[src/logic/keypad_pkg.sv]
package keypad_pkg;

  localparam int unsigned LINE_COUNT = 8;
  localparam int unsigned SYNC_STAGES = 2;

  typedef logic [7:0] sfr_addr_t;
  typedef logic [7:0] sfr_data_t;

  // Direct addresses of the three registers of the unit.
  localparam sfr_addr_t POLARITY_ADDR = 8'hfd;
  localparam sfr_addr_t ENABLE_ADDR = 8'hfe;
  localparam sfr_addr_t FLAGS_ADDR = 8'hff;

  // Reset values.
  localparam sfr_data_t POLARITY_RESET = 8'h00;
  localparam sfr_data_t ENABLE_RESET = 8'h00;
  localparam sfr_data_t FLAGS_RESET = 8'h00;
  localparam sfr_data_t UNMAPPED_READ = 8'h00;

endpackage

[src/logic/line_sync.sv]
`timescale 1ns/10ps
`default_nettype none

module line_sync #(
  parameter int unsigned WIDTH = 8
) (
  input wire logic sys_clk, // Core clock.
  input wire logic rstn, // Asynchronous reset, active low.
  input wire logic [WIDTH-1:0] async_in, // Levels from outside the clock domain.
  output logic [WIDTH-1:0] sync_out // Levels after two flip-flops.
);

  logic [WIDTH-1:0] meta_ff;
  logic [WIDTH-1:0] stable_ff;

  // Each line gets its own pair of flops; the first is read by the second only.
  genvar gi;
  generate
    for (gi = 0; gi < WIDTH; gi++) begin : g_line
      always_ff @(posedge sys_clk or negedge rstn) begin
        if (!rstn) begin
          meta_ff[gi] <= 1'b0;
          stable_ff[gi] <= 1'b0;
        end else begin
          meta_ff[gi] <= async_in[gi];
          stable_ff[gi] <= meta_ff[gi];
        end
      end
    end
  endgenerate

  assign sync_out = stable_ff;

endmodule

`default_nettype wire

[src/logic/keypad_level_interrupt_unit.sv]
// What this block does
// - Eight input lines, each with its own high or low level detection choice.
// - Detection inputs are the alternate function of the first port's pins.
// - An enabled detected level can wake the device from idle and power-down.
// - Software sees exactly three registers: polarity, enable mask and flags.
// - Eight independent sources share one common interrupt request.
// - A detected level records a flag; only masked-in flags request service.
// - A global enable input gates the combined request on or off.
// - Polarity register at FDh, reset 00h, bit n for line n.
// - Enable mask register at FEh, reset 00h, bit n enables line n.
// - Flag register at FFh, reset 00h, bit n is the flag of line n.
// - Any subset of lines may be used; disabled lines stay plain port pins.
// - Polarity bit clear detects low level; set detects high level.
// - Mask bit clear leaves a plain pin; set lets its flag request service.
// - Flags are read-only, set by hardware, cleared by reading the register.
`timescale 1ns/10ps
`default_nettype none

module keypad_level_interrupt_unit (
  input wire logic sys_clk, // Core clock, 200 MHz.
  input wire logic rstn, // System reset, asynchronous, active low.
  input wire logic [keypad_pkg::LINE_COUNT-1:0] port_one_pins, // Port pin levels.
  input wire keypad_pkg::sfr_addr_t sfr_addr, // Direct address of the access.
  input wire logic sfr_wr, // Write strobe, one cycle.
  input wire logic sfr_rd, // Read strobe, one cycle.
  input wire keypad_pkg::sfr_data_t sfr_wdata, // Write data.
  output var keypad_pkg::sfr_data_t sfr_rdata, // Read data, one cycle after the strobe.
  input wire logic keypad_global_enable, // Global enable bit from the aux enable reg.
  output logic expanded_external_interrupt, // Shared interrupt request, level.
  output logic wake_request, // Asynchronous wake from low-power modes.
  output logic [keypad_pkg::LINE_COUNT-1:0] line_alt_active // Pins taken by the unit.
);
  import keypad_pkg::*;

  ////////////////////////////////////////////////////////////////////////////////

  logic [LINE_COUNT-1:0] line_polarity_select_ff;
  logic [LINE_COUNT-1:0] line_enable_mask_ff;
  logic [LINE_COUNT-1:0] line_detect_flags_ff;
  logic [LINE_COUNT-1:0] nxt_line_detect_flags;
  sfr_data_t sfr_rdata_ff;
  sfr_data_t nxt_sfr_rdata;
  logic [LINE_COUNT-1:0] pins_sync;
  logic [LINE_COUNT-1:0] level_match;
  logic [LINE_COUNT-1:0] raw_match;
  logic wr_polarity;
  logic wr_enable;
  logic rd_flags;

  // Decodes whether an access hits a given direct address.
  function automatic logic addr_hit(input sfr_addr_t addr, input sfr_addr_t target);
    addr_hit = (addr == target);
  endfunction

  ////////////////////////////////////////////////////////////////////////////////

  line_sync #(
    .WIDTH(LINE_COUNT)
  ) u_line_sync (
    .sys_clk(sys_clk),
    .rstn(rstn),
    .async_in(port_one_pins),
    .sync_out(pins_sync)
  );

  // A line matches when its level equals its polarity bit.
  assign level_match = ~(pins_sync ^ line_polarity_select_ff);

  ////////////////////////////////////////////////////////////////////////////////

  assign wr_polarity = sfr_wr && addr_hit(sfr_addr, POLARITY_ADDR);
  assign wr_enable = sfr_wr && addr_hit(sfr_addr, ENABLE_ADDR);
  assign rd_flags = sfr_rd && addr_hit(sfr_addr, FLAGS_ADDR);

  always_ff @(posedge sys_clk or negedge rstn) begin
    if (!rstn) begin
      line_polarity_select_ff <= POLARITY_RESET;
    end else if (wr_polarity) begin
      line_polarity_select_ff <= sfr_wdata;
    end
  end

  always_ff @(posedge sys_clk or negedge rstn) begin
    if (!rstn) begin
      line_enable_mask_ff <= ENABLE_RESET;
    end else if (wr_enable) begin
      line_enable_mask_ff <= sfr_wdata;
    end
  end

  // A read clears the flags, but a level seen in the same cycle sets its flag
  // again, so no detection is lost. Writes to the flag address are ignored.
  always_comb begin
    nxt_line_detect_flags = line_detect_flags_ff;
    if (rd_flags) begin
      nxt_line_detect_flags = '0;
    end
    nxt_line_detect_flags = nxt_line_detect_flags | level_match;
  end

  always_ff @(posedge sys_clk or negedge rstn) begin
    if (!rstn) begin
      line_detect_flags_ff <= FLAGS_RESET;
    end else begin
      line_detect_flags_ff <= nxt_line_detect_flags;
    end
  end

  // Only the three addresses answer; anything else reads as zero.
  always_comb begin
    if (addr_hit(sfr_addr, POLARITY_ADDR)) begin
      nxt_sfr_rdata = line_polarity_select_ff;
    end else if (addr_hit(sfr_addr, ENABLE_ADDR)) begin
      nxt_sfr_rdata = line_enable_mask_ff;
    end else if (addr_hit(sfr_addr, FLAGS_ADDR)) begin
      nxt_sfr_rdata = line_detect_flags_ff;
    end else begin
      nxt_sfr_rdata = UNMAPPED_READ;
    end
  end

  always_ff @(posedge sys_clk or negedge rstn) begin
    if (!rstn) begin
      sfr_rdata_ff <= UNMAPPED_READ;
    end else if (sfr_rd) begin
      sfr_rdata_ff <= nxt_sfr_rdata;
    end
  end

  assign sfr_rdata = sfr_rdata_ff;

  ////////////////////////////////////////////////////////////////////////////////

  // All eight sources fold into one request line.
  assign expanded_external_interrupt =
    keypad_global_enable && |(line_detect_flags_ff & line_enable_mask_ff);

  // Disabled lines are left to the port as ordinary pins.
  assign line_alt_active = line_enable_mask_ff;

  // The clock is stopped in power-down, so wake must come straight from the pins.
  // It is a glitch-prone asynchronous level; the power controller must filter it.
  assign raw_match = ~(port_one_pins ^ line_polarity_select_ff) & line_enable_mask_ff;
  assign wake_request = |raw_match;
endmodule

`default_nettype wire

[config.mk]
export PLATFORM = sky130hd
export DESIGN_NAME = keypad_level_interrupt_unit
export DESIGN_NICKNAME = d
export VERILOG_FILES = /design/src/logic/keypad_pkg.sv /design/src/logic/line_sync.sv /design/src/logic/keypad_level_interrupt_unit.sv
export SDC_FILE = /design/constraint.sdc
export NUM_CORES = 1
export LEC_CHECK = 0
export ABC_AREA = 1
export BUFFER_PORTS_ARGS = -buffer_cell sky130_fd_sc_hd__buf_4
export CAP_MARGIN = 20
export CORE_ASPECT_RATIO = 0.9
export CORE_UTILIZATION = 58
export DETAILED_ROUTE_END_ITERATION = 8
export PLACE_DENSITY = 0.84
export SYNTH_ARGS = -nofsm -noshare
export SYNTH_HDL_FRONTEND = slang
export SYNTH_HIERARCHICAL = 1
export SYNTH_SLANG_ARGS = --single-unit
[constraint.sdc]
create_clock -name sys_clk -period 3.5 [get_ports sys_clk]
set_input_delay 0.875 -clock sys_clk [delete_from_list [all_inputs] [get_ports sys_clk]]
set_output_delay 0.875 -clock sys_clk [all_outputs]
set_load 0.03 [all_outputs]
# Word level (Yosys, flattened, before mapping)
# Cells that the tools add are included.
[classes]
eq_ne = 3
muxes = 4
n_bitwise = 7
n_reduce_logical = 6
[ops]
columns = ["cell", "n"]
rows = [
  ["$mux 8", 4],
  ["$eq 8x8->1 const B", 3],
  ["$and 8x8->8", 2],
  ["$not 8->8", 2],
  ["$reduce_or 8->1", 2],
  ["$xor 8x8->8", 2],
  ["$or 8x8->8", 1],
  ["$logic_and 1x1->1", 4],
]
[word_totals]
register_bits = 48
in_bits = 29
out_inout_bits = 18
word_cells = 40

# Logic depth before layout (Yosys ltp)
# Gate-level depths: netlist of run 1.
[depth]
depth_word = 4
ltp_mapped = 7
depth_no_buf = 7

# Hierarchy
# Netlist of run 1, hierarchy kept.
[by_module_without_submodules]
columns = ["mod", "instances", "cells_each", "area_each_um2", "seq_area_each_um2"]
rows = [
  ["keypad_level_interrupt_unit", 1, 216, 1849.3, 800.8],
  ["line_sync", 1, 16, 400.4, 400.4],
]

# Worst setup path before layout of run 1
# Ideal clock, no wire load.
[synth_timing]
path_type = "input-to-output"
from = "input port_one_pins[2] (netlist name)"
to = "output wake_request"
t_arrival_ps = 1472
required_ps = 2625
setup_slack_ps = 1153
path_stages = 6
n_path_buf = 0
path_cell_list = "inv_1 or2_1 nand3_1 o21ai_1 nor2_1 nand2_1"
[synth_via]
elab_chain_cells = 4
[synth_lines]
columns = ["element", "line_no", "text"]
rows = [
  ["from (decl)", "keypad_level_interrupt_unit.sv:22", "input wire logic [keypad_pkg::LINE_COUNT-1:0] port_one_pins,"],
  ["$xor 8x8->8", "keypad_level_interrupt_unit.sv:143", "assign raw_match = ~(port_one_pins ^ line_polarity_select_ff) & line_enable_mask_ff;"],
  ["$not 8->8", "keypad_level_interrupt_unit.sv:143", ""],
  ["$and 8x8->8", "keypad_level_interrupt_unit.sv:143", ""],
  ["$reduce_or 8->1", "keypad_level_interrupt_unit.sv:144", "assign wake_request = |raw_match;"],
  ["to (decl)", "keypad_level_interrupt_unit.sv:30", "output logic wake_request,"],
]
# No other way between the ends.

# Final worst setup path of run 1
[layout_timing]
from = "input port_one_pins[7] (netlist name)"
to = "output wake_request"
# The elaborated chain is that of the path after synthesis.

==> results.sh, run 1 <==
export IMPL_synth_top_family_by_area="simple AND/OR/NAND/NOR gates"
export IMPL_initial_antenna_violation_count=0
export IMPL_yosys_mux_area_fraction_pct=0
export IMPL_pre_repair_dr_iteration_count=4
export IMPL_post_synth_xor_area_fraction_pct=3.504
export IMPL_cts_path_max_buffers=2
export IMPL_setup_reg_to_reg_worst_slack_ns=2.62
export IMPL_min_period_ns=2.519
export IMPL_worstReg2RegEnd="sfr_rdata[6]"
export IMPL_grt_pass1_wl_mm=7.058
export IMPL_initialDrtViolationCount=104
export IMPL_synth_cell_type_count=21
export IMPL_post_cts_buffers=0
export IMPL_hold_viol_final=0
export IMPL_fillers=293
export IMPL_placement_rows=21
export IMPL_num_nets_final=308
export IMPL_final_layout_size_suffix_gt1_share_pct=30.36
export IMPL_worst_setup_path_endpoint="wake_request"
export IMPL_required_ns=2.62
export IMPL_mean_cell_area_of_the_mapped_netlist_um2=9.697
export IMPL_hp_start="u_line_sync/meta_ff[6]"
export IMPL_tns_ns=0
export IMPL_gate_count_post_synth=232
export IMPL_setup_repair_after_global_routing_missed_its_margin="no"
export IMPL_first_global_vias=1572
export IMPL_postCtsResizedCells=0
export IMPL_syn_num_nets=261
export IMPL_power_per_cell_area_nw_per_um2=392.0
export IMPL_layout_cells_most_common="sky130_fd_sc_hd__nand2_1"
export IMPL_largest_net_degree_at_the_start_of_global_routing=49
export IMPL_io_pins=47
export IMPL_max_slew_headroom_at_the_worst_pin_pct=61.45
export IMPL_routedWlPerCell_um=13.14
export IMPL_worst_r2r_startpoint="line_alt_active[6]"
export IMPL_dp_final_hpwl_mm=3.083
export IMPL_dieHeight_um=61.09
export IMPL_static_leakage_power_nw=1.353
export IMPL_cell_area_after_technology_mapping_um2=2250
export IMPL_tritoncts="yes"
export IMPL_synth_compound_gate_area_share_pct=11.90
export IMPL_drt_drc_violations_left=0
export IMPL_layout_area_overhead_vs_synth_pct=19.63
export IMPL_ff2ff_path_depth=4
export IMPL_cp_startpoint="port_one_pins[7]"
export IMPL_globalRouteOverflowTotal=0
export IMPL_start_kind="input pin"
export IMPL_layout_common_cells="sky130_fd_sc_hd__nand2_1, sky130_fd_sc_hd__dfrtp_1, sky130_fd_sc_hd__buf_4"
export IMPL_die_w_um=67.65
export IMPL_end_kind="output pin"
export IMPL_htreeDepth=2
export IMPL_cts_buffers_inserted=5
export IMPL_drv_cap=0
export IMPL_final_antenna_net_count=0
export IMPL_die_area_um2=4132
export IMPL_gr_usage_all_layers_pct=23.80
export IMPL_tightest_slew_ns=0.5783
export IMPL_worst_path_max_fanout=2
export IMPL_final_core_utilization_pct=72.64
export IMPL_max_clock_freq_mhz=397.0
export IMPL_synthSimpleGateAreaFrac_pct=25.58
export IMPL_n_antenna_cell=0
export IMPL_placement_io_buffers=46
export IMPL_cts_clock_pin_slew_for_the_worst_setup_and_hold_paths_ns=0.08
export IMPL_cts_hold_buffers_added=0
export IMPL_cell_chain_of_the_critical_path="buf_4, inv_1, a21boi_0, o21ai_0, nand2_1, nor2_1, nand2_1, buf_4"
export IMPL_cts_sinks=48
export IMPL_clockRootBuffer="sky130_fd_sc_hd__clkbuf_8"
export IMPL_timing_worst_setup_path_type="input pin to output pin"
export IMPL_share_of_synthesized_cell_area_in_full_adder_half_adder_and_majority_cells_pct=0
export IMPL_report_final_slew_viol_count=0
export IMPL_timing_critical_path_slowest_stage_cell="sky130_fd_sc_hd__buf_4"
export IMPL_core_area_um2=3705
export IMPL_fin_cells=326
export IMPL_fin_hold_ws_ns=0.3548
export IMPL_post_drt_via_cell_ratio=5.301
export IMPL_gp_congestion=0.7520
export IMPL_max_vdd_ir_drop_v=0.0002786
export IMPL_initial_utilization_pct=60.72
export IMPL_routed_wirelength_mm=4.283
export IMPL_critPathMaxStageDelay_ns=0.16
export IMPL_synth_sequential_area_ratio_pct=53.39
export IMPL_placedCellCount=318
export IMPL_clk_latency_ns=0.29
export IMPL_synth_ff_latch_count=48
export IMPL_outcome="finished, final reports clean"
export IMPL_finClkSkew_ns=0.003358
export IMPL_routed_via_count=1728
export IMPL_cp_data_arrival_time_ns=1.64
export IMPL_report_final_setup_viol=0
export IMPL_yosysWarningCount=6
export IMPL_hold_path_class="flip-flop to flip-flop"
export IMPL_layout_worst_path_cycle_share_pct=71.96
export IMPL_p_total_mw=1.055
==> how the worst min path moves through the flow <==
stage / endpoint / cells after the start
after CTS: u_line_sync/sync_out[6] / 0
final: u_line_sync/sync_out[6] / 0
after global routing: u_line_sync/sync_out[3] / 0
after global placement: u_line_sync/sync_out[6] / 0
after detailed placement: u_line_sync/sync_out[6] / 0
after floorplan: u_line_sync/sync_out[0] / 0
==> area by class of cell <==
class | instances | area [um2] | share of cell area, %
Inverter | 19 | 71.32 | 2.650
Clock buffer | 7 | 86.33 | 3.208
Multi-Input combinational cell | 159 | 922.1 | 34.26
Clock inverter | 1 | 7.507 | 0.2789
Timing Repair Buffer | 46 | 345.3 | 12.83
Sequential cell | 48 | 1201 | 44.63
Tap cell | 46 | 57.56 | 2.139
==> state kept, by name, summed over array words and instances (netlist names) <==
name	flops
line_alt_active	8
line_detect_flags_ff	8
line_polarity_select_ff	8
sfr_rdata	8
u_line_sync/meta_ff	8
u_line_sync/sync_out	8
==> synthesized netlist by cell type <==
cell	number	area, um2
sky130_fd_sc_hd__nand3_4	2	35.03
sky130_fd_sc_hd__or2_1	1	6.260
sky130_fd_sc_hd__buf_2	2	10.01
sky130_fd_sc_hd__nand2_4	1	11.26
sky130_fd_sc_hd__nor2_4	1	11.26
sky130_fd_sc_hd__inv_2	3	11.26
sky130_fd_sc_hd__nand4_1	2	12.51
sky130_fd_sc_hd__o21ai_1	12	60.06
sky130_fd_sc_hd__dfrtp_1	48	1201
sky130_fd_sc_hd__xor2_1	9	78.83
sky130_fd_sc_hd__nor2_1	2	7.510
sky130_fd_sc_hd__buf_6	4	45.04
sky130_fd_sc_hd__nor2_8	3	60.06
sky130_fd_sc_hd__nand2_1	61	229.0
sky130_fd_sc_hd__o21ai_0	3	15.01
sky130_fd_sc_hd__nand3_1	33	165.2
sky130_fd_sc_hd__o21ai_2	16	140.1
sky130_fd_sc_hd__a21boi_0	6	45.04
sky130_fd_sc_hd__inv_1	16	60.06
sky130_fd_sc_hd__nand2_2	6	37.54
sky130_fd_sc_hd__o21a_1	1	7.510
==> cell families (layout without fill, tap and decap cells) <==
family	Yosys count	after routing
XOR/XNOR	9	9
AND/OR/NAND/NOR	112	112
flip-flops	48	48
buffers and inverters	25	73
AO/OA/AOI/OAI	38	38
==> where the power goes <==
part	internal (mW)	switching [mW]
Sequential	0.573	0.0181
Combinational	0.0533	0.0768
Clock	0.161	0.174
==> metal layers <==
layer	GRT usage, %	vias to the layer above	part of all wire (%)
met4	9.422	0	1.7
met3	5.556	8	7.4
li1	-	853	-
met2	34.23	68	46
met5	0	-	0
met1	34.97	799	45
==> worst max-delay path: cells and delay by family <==
kind	cells	cell delay [ns]
AOI/OAI and AO/OA	2	0.17
buffers and inverters	3	0.33
and+or+nand+nor	3	0.27
==> stage by stage <==
step	setup slack, ns	cell area [um2]
global placement	0.9965	2597
finish	0.9813	2691
global route	0.8752	2691
detailed placement	0.9732	2597
CTS	0.9713	2691
floorplan	1.153	2250
No activity file was read; power rests on OpenSTA's default activity.
==> run 2, diff against run 1 <==
Settings changed: ABC_AREA 1 to 0, CORE_UTILIZATION 58 to 47, PLACE_DENSITY 0.84 to 0.74.
Clock period 3.5 ns to 2.2 ns, I/O delays scaled along.
==> run 2 against run 1 <==
  * Non-clock buffer count up 1
  * Flip-flop and latch count unchanged
  * Sequential power up 59%
  * Via count down 20%
  * Combinational power up 56%
  * Wire length up 2.8%
==> results.sh, run 2 <==
export IMPL_routed_via_count=1385
export IMPL_report_final_slew_viol_count=0
export IMPL_grt_pass1_wl_mm=7.210
export IMPL_yosysWarningCount=6
export IMPL_static_leakage_power_nw=1.119
export IMPL_mean_cell_area_of_the_mapped_netlist_um2=13.87
export IMPL_power_per_cell_area_nw_per_um2=668.9
export IMPL_synth_ff_latch_count=48
export IMPL_setup_repair_after_global_routing_missed_its_margin="no"
export IMPL_tightest_slew_ns=0.5752
export IMPL_dieHeight_um=64.26
export IMPL_start_kind="flip-flop"
export IMPL_layout_worst_path_cycle_share_pct=90.79
export IMPL_layout_area_overhead_vs_synth_pct=23.05
export IMPL_synth_area_top_cells="sky130_fd_sc_hd__dfrtp_1, sky130_fd_sc_hd__mux2_2, sky130_fd_sc_hd__xnor2_1"
export IMPL_fin_hold_ws_ns=0.2458
export IMPL_num_nets_final=224
export IMPL_pre_repair_dr_iteration_count=6
export IMPL_cts_buffers_inserted=5
export IMPL_end_kind="output pin"
export IMPL_timing_critical_path_slowest_stage_cell="sky130_fd_sc_hd__dfrtp_1"
export IMPL_clk_latency_ns=0.29
export IMPL_p_total_mw=1.666
export IMPL_first_global_vias=1493
export IMPL_cell_area_after_technology_mapping_um2=2024
export IMPL_final_layout_size_suffix_gt1_share_pct=40.31
export IMPL_die_w_um=71.18
export IMPL_core_area_um2=4101
export IMPL_placement_rows=22
export IMPL_drt_drc_violations_left=0
export IMPL_synth_sequential_area_ratio_pct=59.33
export IMPL_asyncSetResetFlopFracSynth_pct=100.0
export IMPL_cts_sinks=48
export IMPL_number_of_enable_flip_flop_cells_after_synthesis=0
export IMPL_cp_data_arrival_time_ns=1.45
export IMPL_required_ns=1.65
export IMPL_post_cts_buffers=0
export IMPL_placement_io_buffers=46
export IMPL_max_slew_headroom_at_the_worst_pin_pct=61.66
export IMPL_final_core_utilization_pct=60.74
export IMPL_cell_chain_of_the_critical_path="xnor2_1, a22oi_1, nand4_1, buf_4"
export IMPL_timing_worst_setup_path_type="flip-flop to output pin"
export IMPL_fillers=349
export IMPL_io_pins=47
export IMPL_synth_cell_type_count=27
export IMPL_globalRouteOverflowTotal=0
export IMPL_cpLargestDelayFamily="flip-flops"
export IMPL_die_area_um2=4574
export IMPL_final_antenna_net_count=0
export IMPL_report_final_setup_viol=0
export IMPL_critPathMaxStageDelay_ns=0.44
export IMPL_routedWlPerCell_um=18.04
export IMPL_postCtsResizedCells=0
export IMPL_gp_congestion=0.8186
export IMPL_clockRootBuffer="sky130_fd_sc_hd__clkbuf_8"
export IMPL_synth_commonest_cells="sky130_fd_sc_hd__dfrtp_1, sky130_fd_sc_hd__mux2_2, sky130_fd_sc_hd__xnor2_1, sky130_fd_sc_hd__a22oi_1, sky130_fd_sc_hd__inv_1"
export IMPL_syn_num_nets=175
export IMPL_max_vdd_ir_drop_v=0.0004004
export IMPL_placedCellCount=236
export IMPL_fin_cells=244
export IMPL_layout_cells_most_common="sky130_fd_sc_hd__dfrtp_1"
export IMPL_routed_wirelength_mm=4.402
export IMPL_tns_ns=0
export IMPL_finClkSkew_ns=0.001099
export IMPL_initial_antenna_violation_count=0
export IMPL_timing_critical_path_buf_inv=1
export IMPL_synth_top_flop_cell="sky130_fd_sc_hd__dfrtp_1"
export IMPL_most_numerous_cell_in_the_yosys_netlist="sky130_fd_sc_hd__dfrtp_1"
export IMPL_initial_utilization_pct=49.36
export IMPL_cts_path_max_buffers=2
export IMPL_hold_viol_final=0
export IMPL_dp_final_hpwl_mm=3.141
export IMPL_hold_path_class="input pin to asynchronous set/reset pin"
export IMPL_n_antenna_cell=0
export IMPL_gr_usage_all_layers_pct=21.37
export IMPL_max_clock_freq_mhz=500.7
export IMPL_htreeDepth=2
export IMPL_layout_common_cells="sky130_fd_sc_hd__dfrtp_1, sky130_fd_sc_hd__buf_4, sky130_fd_sc_hd__mux2_2"
export IMPL_gate_count_post_synth=146
export IMPL_drv_cap=0
export IMPL_initialDrtViolationCount=79
export IMPL_tritoncts="yes"
export IMPL_largest_net_degree_at_the_start_of_global_routing=49
export IMPL_cts_clock_pin_slew_for_the_worst_setup_and_hold_paths_ns=0.08
export IMPL_cts_hold_buffers_added=0
export IMPL_worst_path_max_fanout=4
export IMPL_outcome="finished, final reports clean"
export IMPL_post_drt_via_cell_ratio=5.676
export IMPL_min_period_ns=1.997
export IMPL_yosysTopAreaCell="sky130_fd_sc_hd__dfrtp_1"
export IMPL_synth_top_cell_area_share_pct=59.33
run 2: changes by cell type after synthesis, sizes merged, moves of 5 or more:
| cell | before | now |
|---|---|---|
| a21o | 0 | 8 |
| nand3 | 35 | 1 |
| a21boi | 6 | 0 |
| xor2 | 9 | 0 |
| o21ai | 31 | 0 |
| nor2 | 6 | 1 |
| inv | 19 | 9 |
| mux2 | 0 | 23 |
| o22ai | 0 | 7 |
| nand2 | 68 | 2 |
| xnor2 | 0 | 16 |
| a22oi | 0 | 15 |
run 2: worst register-to-register path: stages (launching register included):
cell,delay (ns)
sky130_fd_sc_hd__dfrtp_1,0.45
sky130_fd_sc_hd__mux2_2,0.29
sky130_fd_sc_hd__a22oi_1,0.16
sky130_fd_sc_hd__o22ai_1,0.12
run 2: path summary, 6_finish.rpt:
| path | start | to | slack [ns] | cells past startpoint |
|---|---|---|---|---|
| setup / recovery | line_polarity_select_ff[1] | wake_request | 0.20 | 4 |
| max in group asynchronous | rstn | line_polarity_select_ff[3] | 1.56 | 1 |
| hold / removal | rstn | u_line_sync/meta_ff[5] | 0.25 | 1 |
| min in group sys_clk | u_line_sync/meta_ff[6] | u_line_sync/sync_out[6] | 0.35 | 0 |
| setup reg to reg | line_alt_active[1] | sfr_rdata[1] | 1.06 | 3 |
| hold reg to reg | u_line_sync/meta_ff[6] | u_line_sync/sync_out[6] | 0.35 | 0 |
run 2: cell families (layout without fill, tap and decap cells):
group / Yosys count / in the layout / synth area share [%]
AOI/OAI and AO/OA: 34 / 34 / 12.24
and+or+nand+nor: 11 / 11 / 5.069
DFF: 48 / 48 / 59.33
xor gates and xnor gates: 16 / 16 / 6.922
muxes: 23 / 23 / 12.98
buffers and inverters: 14 / 64 / 3.461
run 2: area by class of cell:
cell class                      count  area, um2  share of cell area [%]
Sequential cell                    48       1201                   48.22
Multi-Input combinational cell     84      753.2                   30.24
Tap cell                           48      60.06                   2.411
Inverter                            9      33.78                   1.356
Timing Repair Buffer               47      352.8                   14.16
Clock buffer                        8      90.09                   3.616
run 2: per-layer routing:
layer	part of all wire [%]	track usage, %	wire length (um)
met5	0	0	0
met1	45	27.75	1963
met4	1.2	7.500	51
met2	50	35.60	2203
met3	4.2	4.416	183
run 2: where the power goes:
part           internal, mW  total (mW)  switching, mW
combinational         0.100       0.203          0.103
clock                 0.256       0.524          0.267
sequential            0.911       0.939         0.0283
total                  1.27        1.67          0.398
run 2: per-stage QoR:
step | setup WS [ns] | cell area (um2)
after floorplan | 0.3496 | 2024
after global placement | 0.2813 | 2401
after detailed placement | 0.3172 | 2401
after CTS | 0.2006 | 2491
after global routing | 0.08915 | 2491
final | 0.2027 | 2491
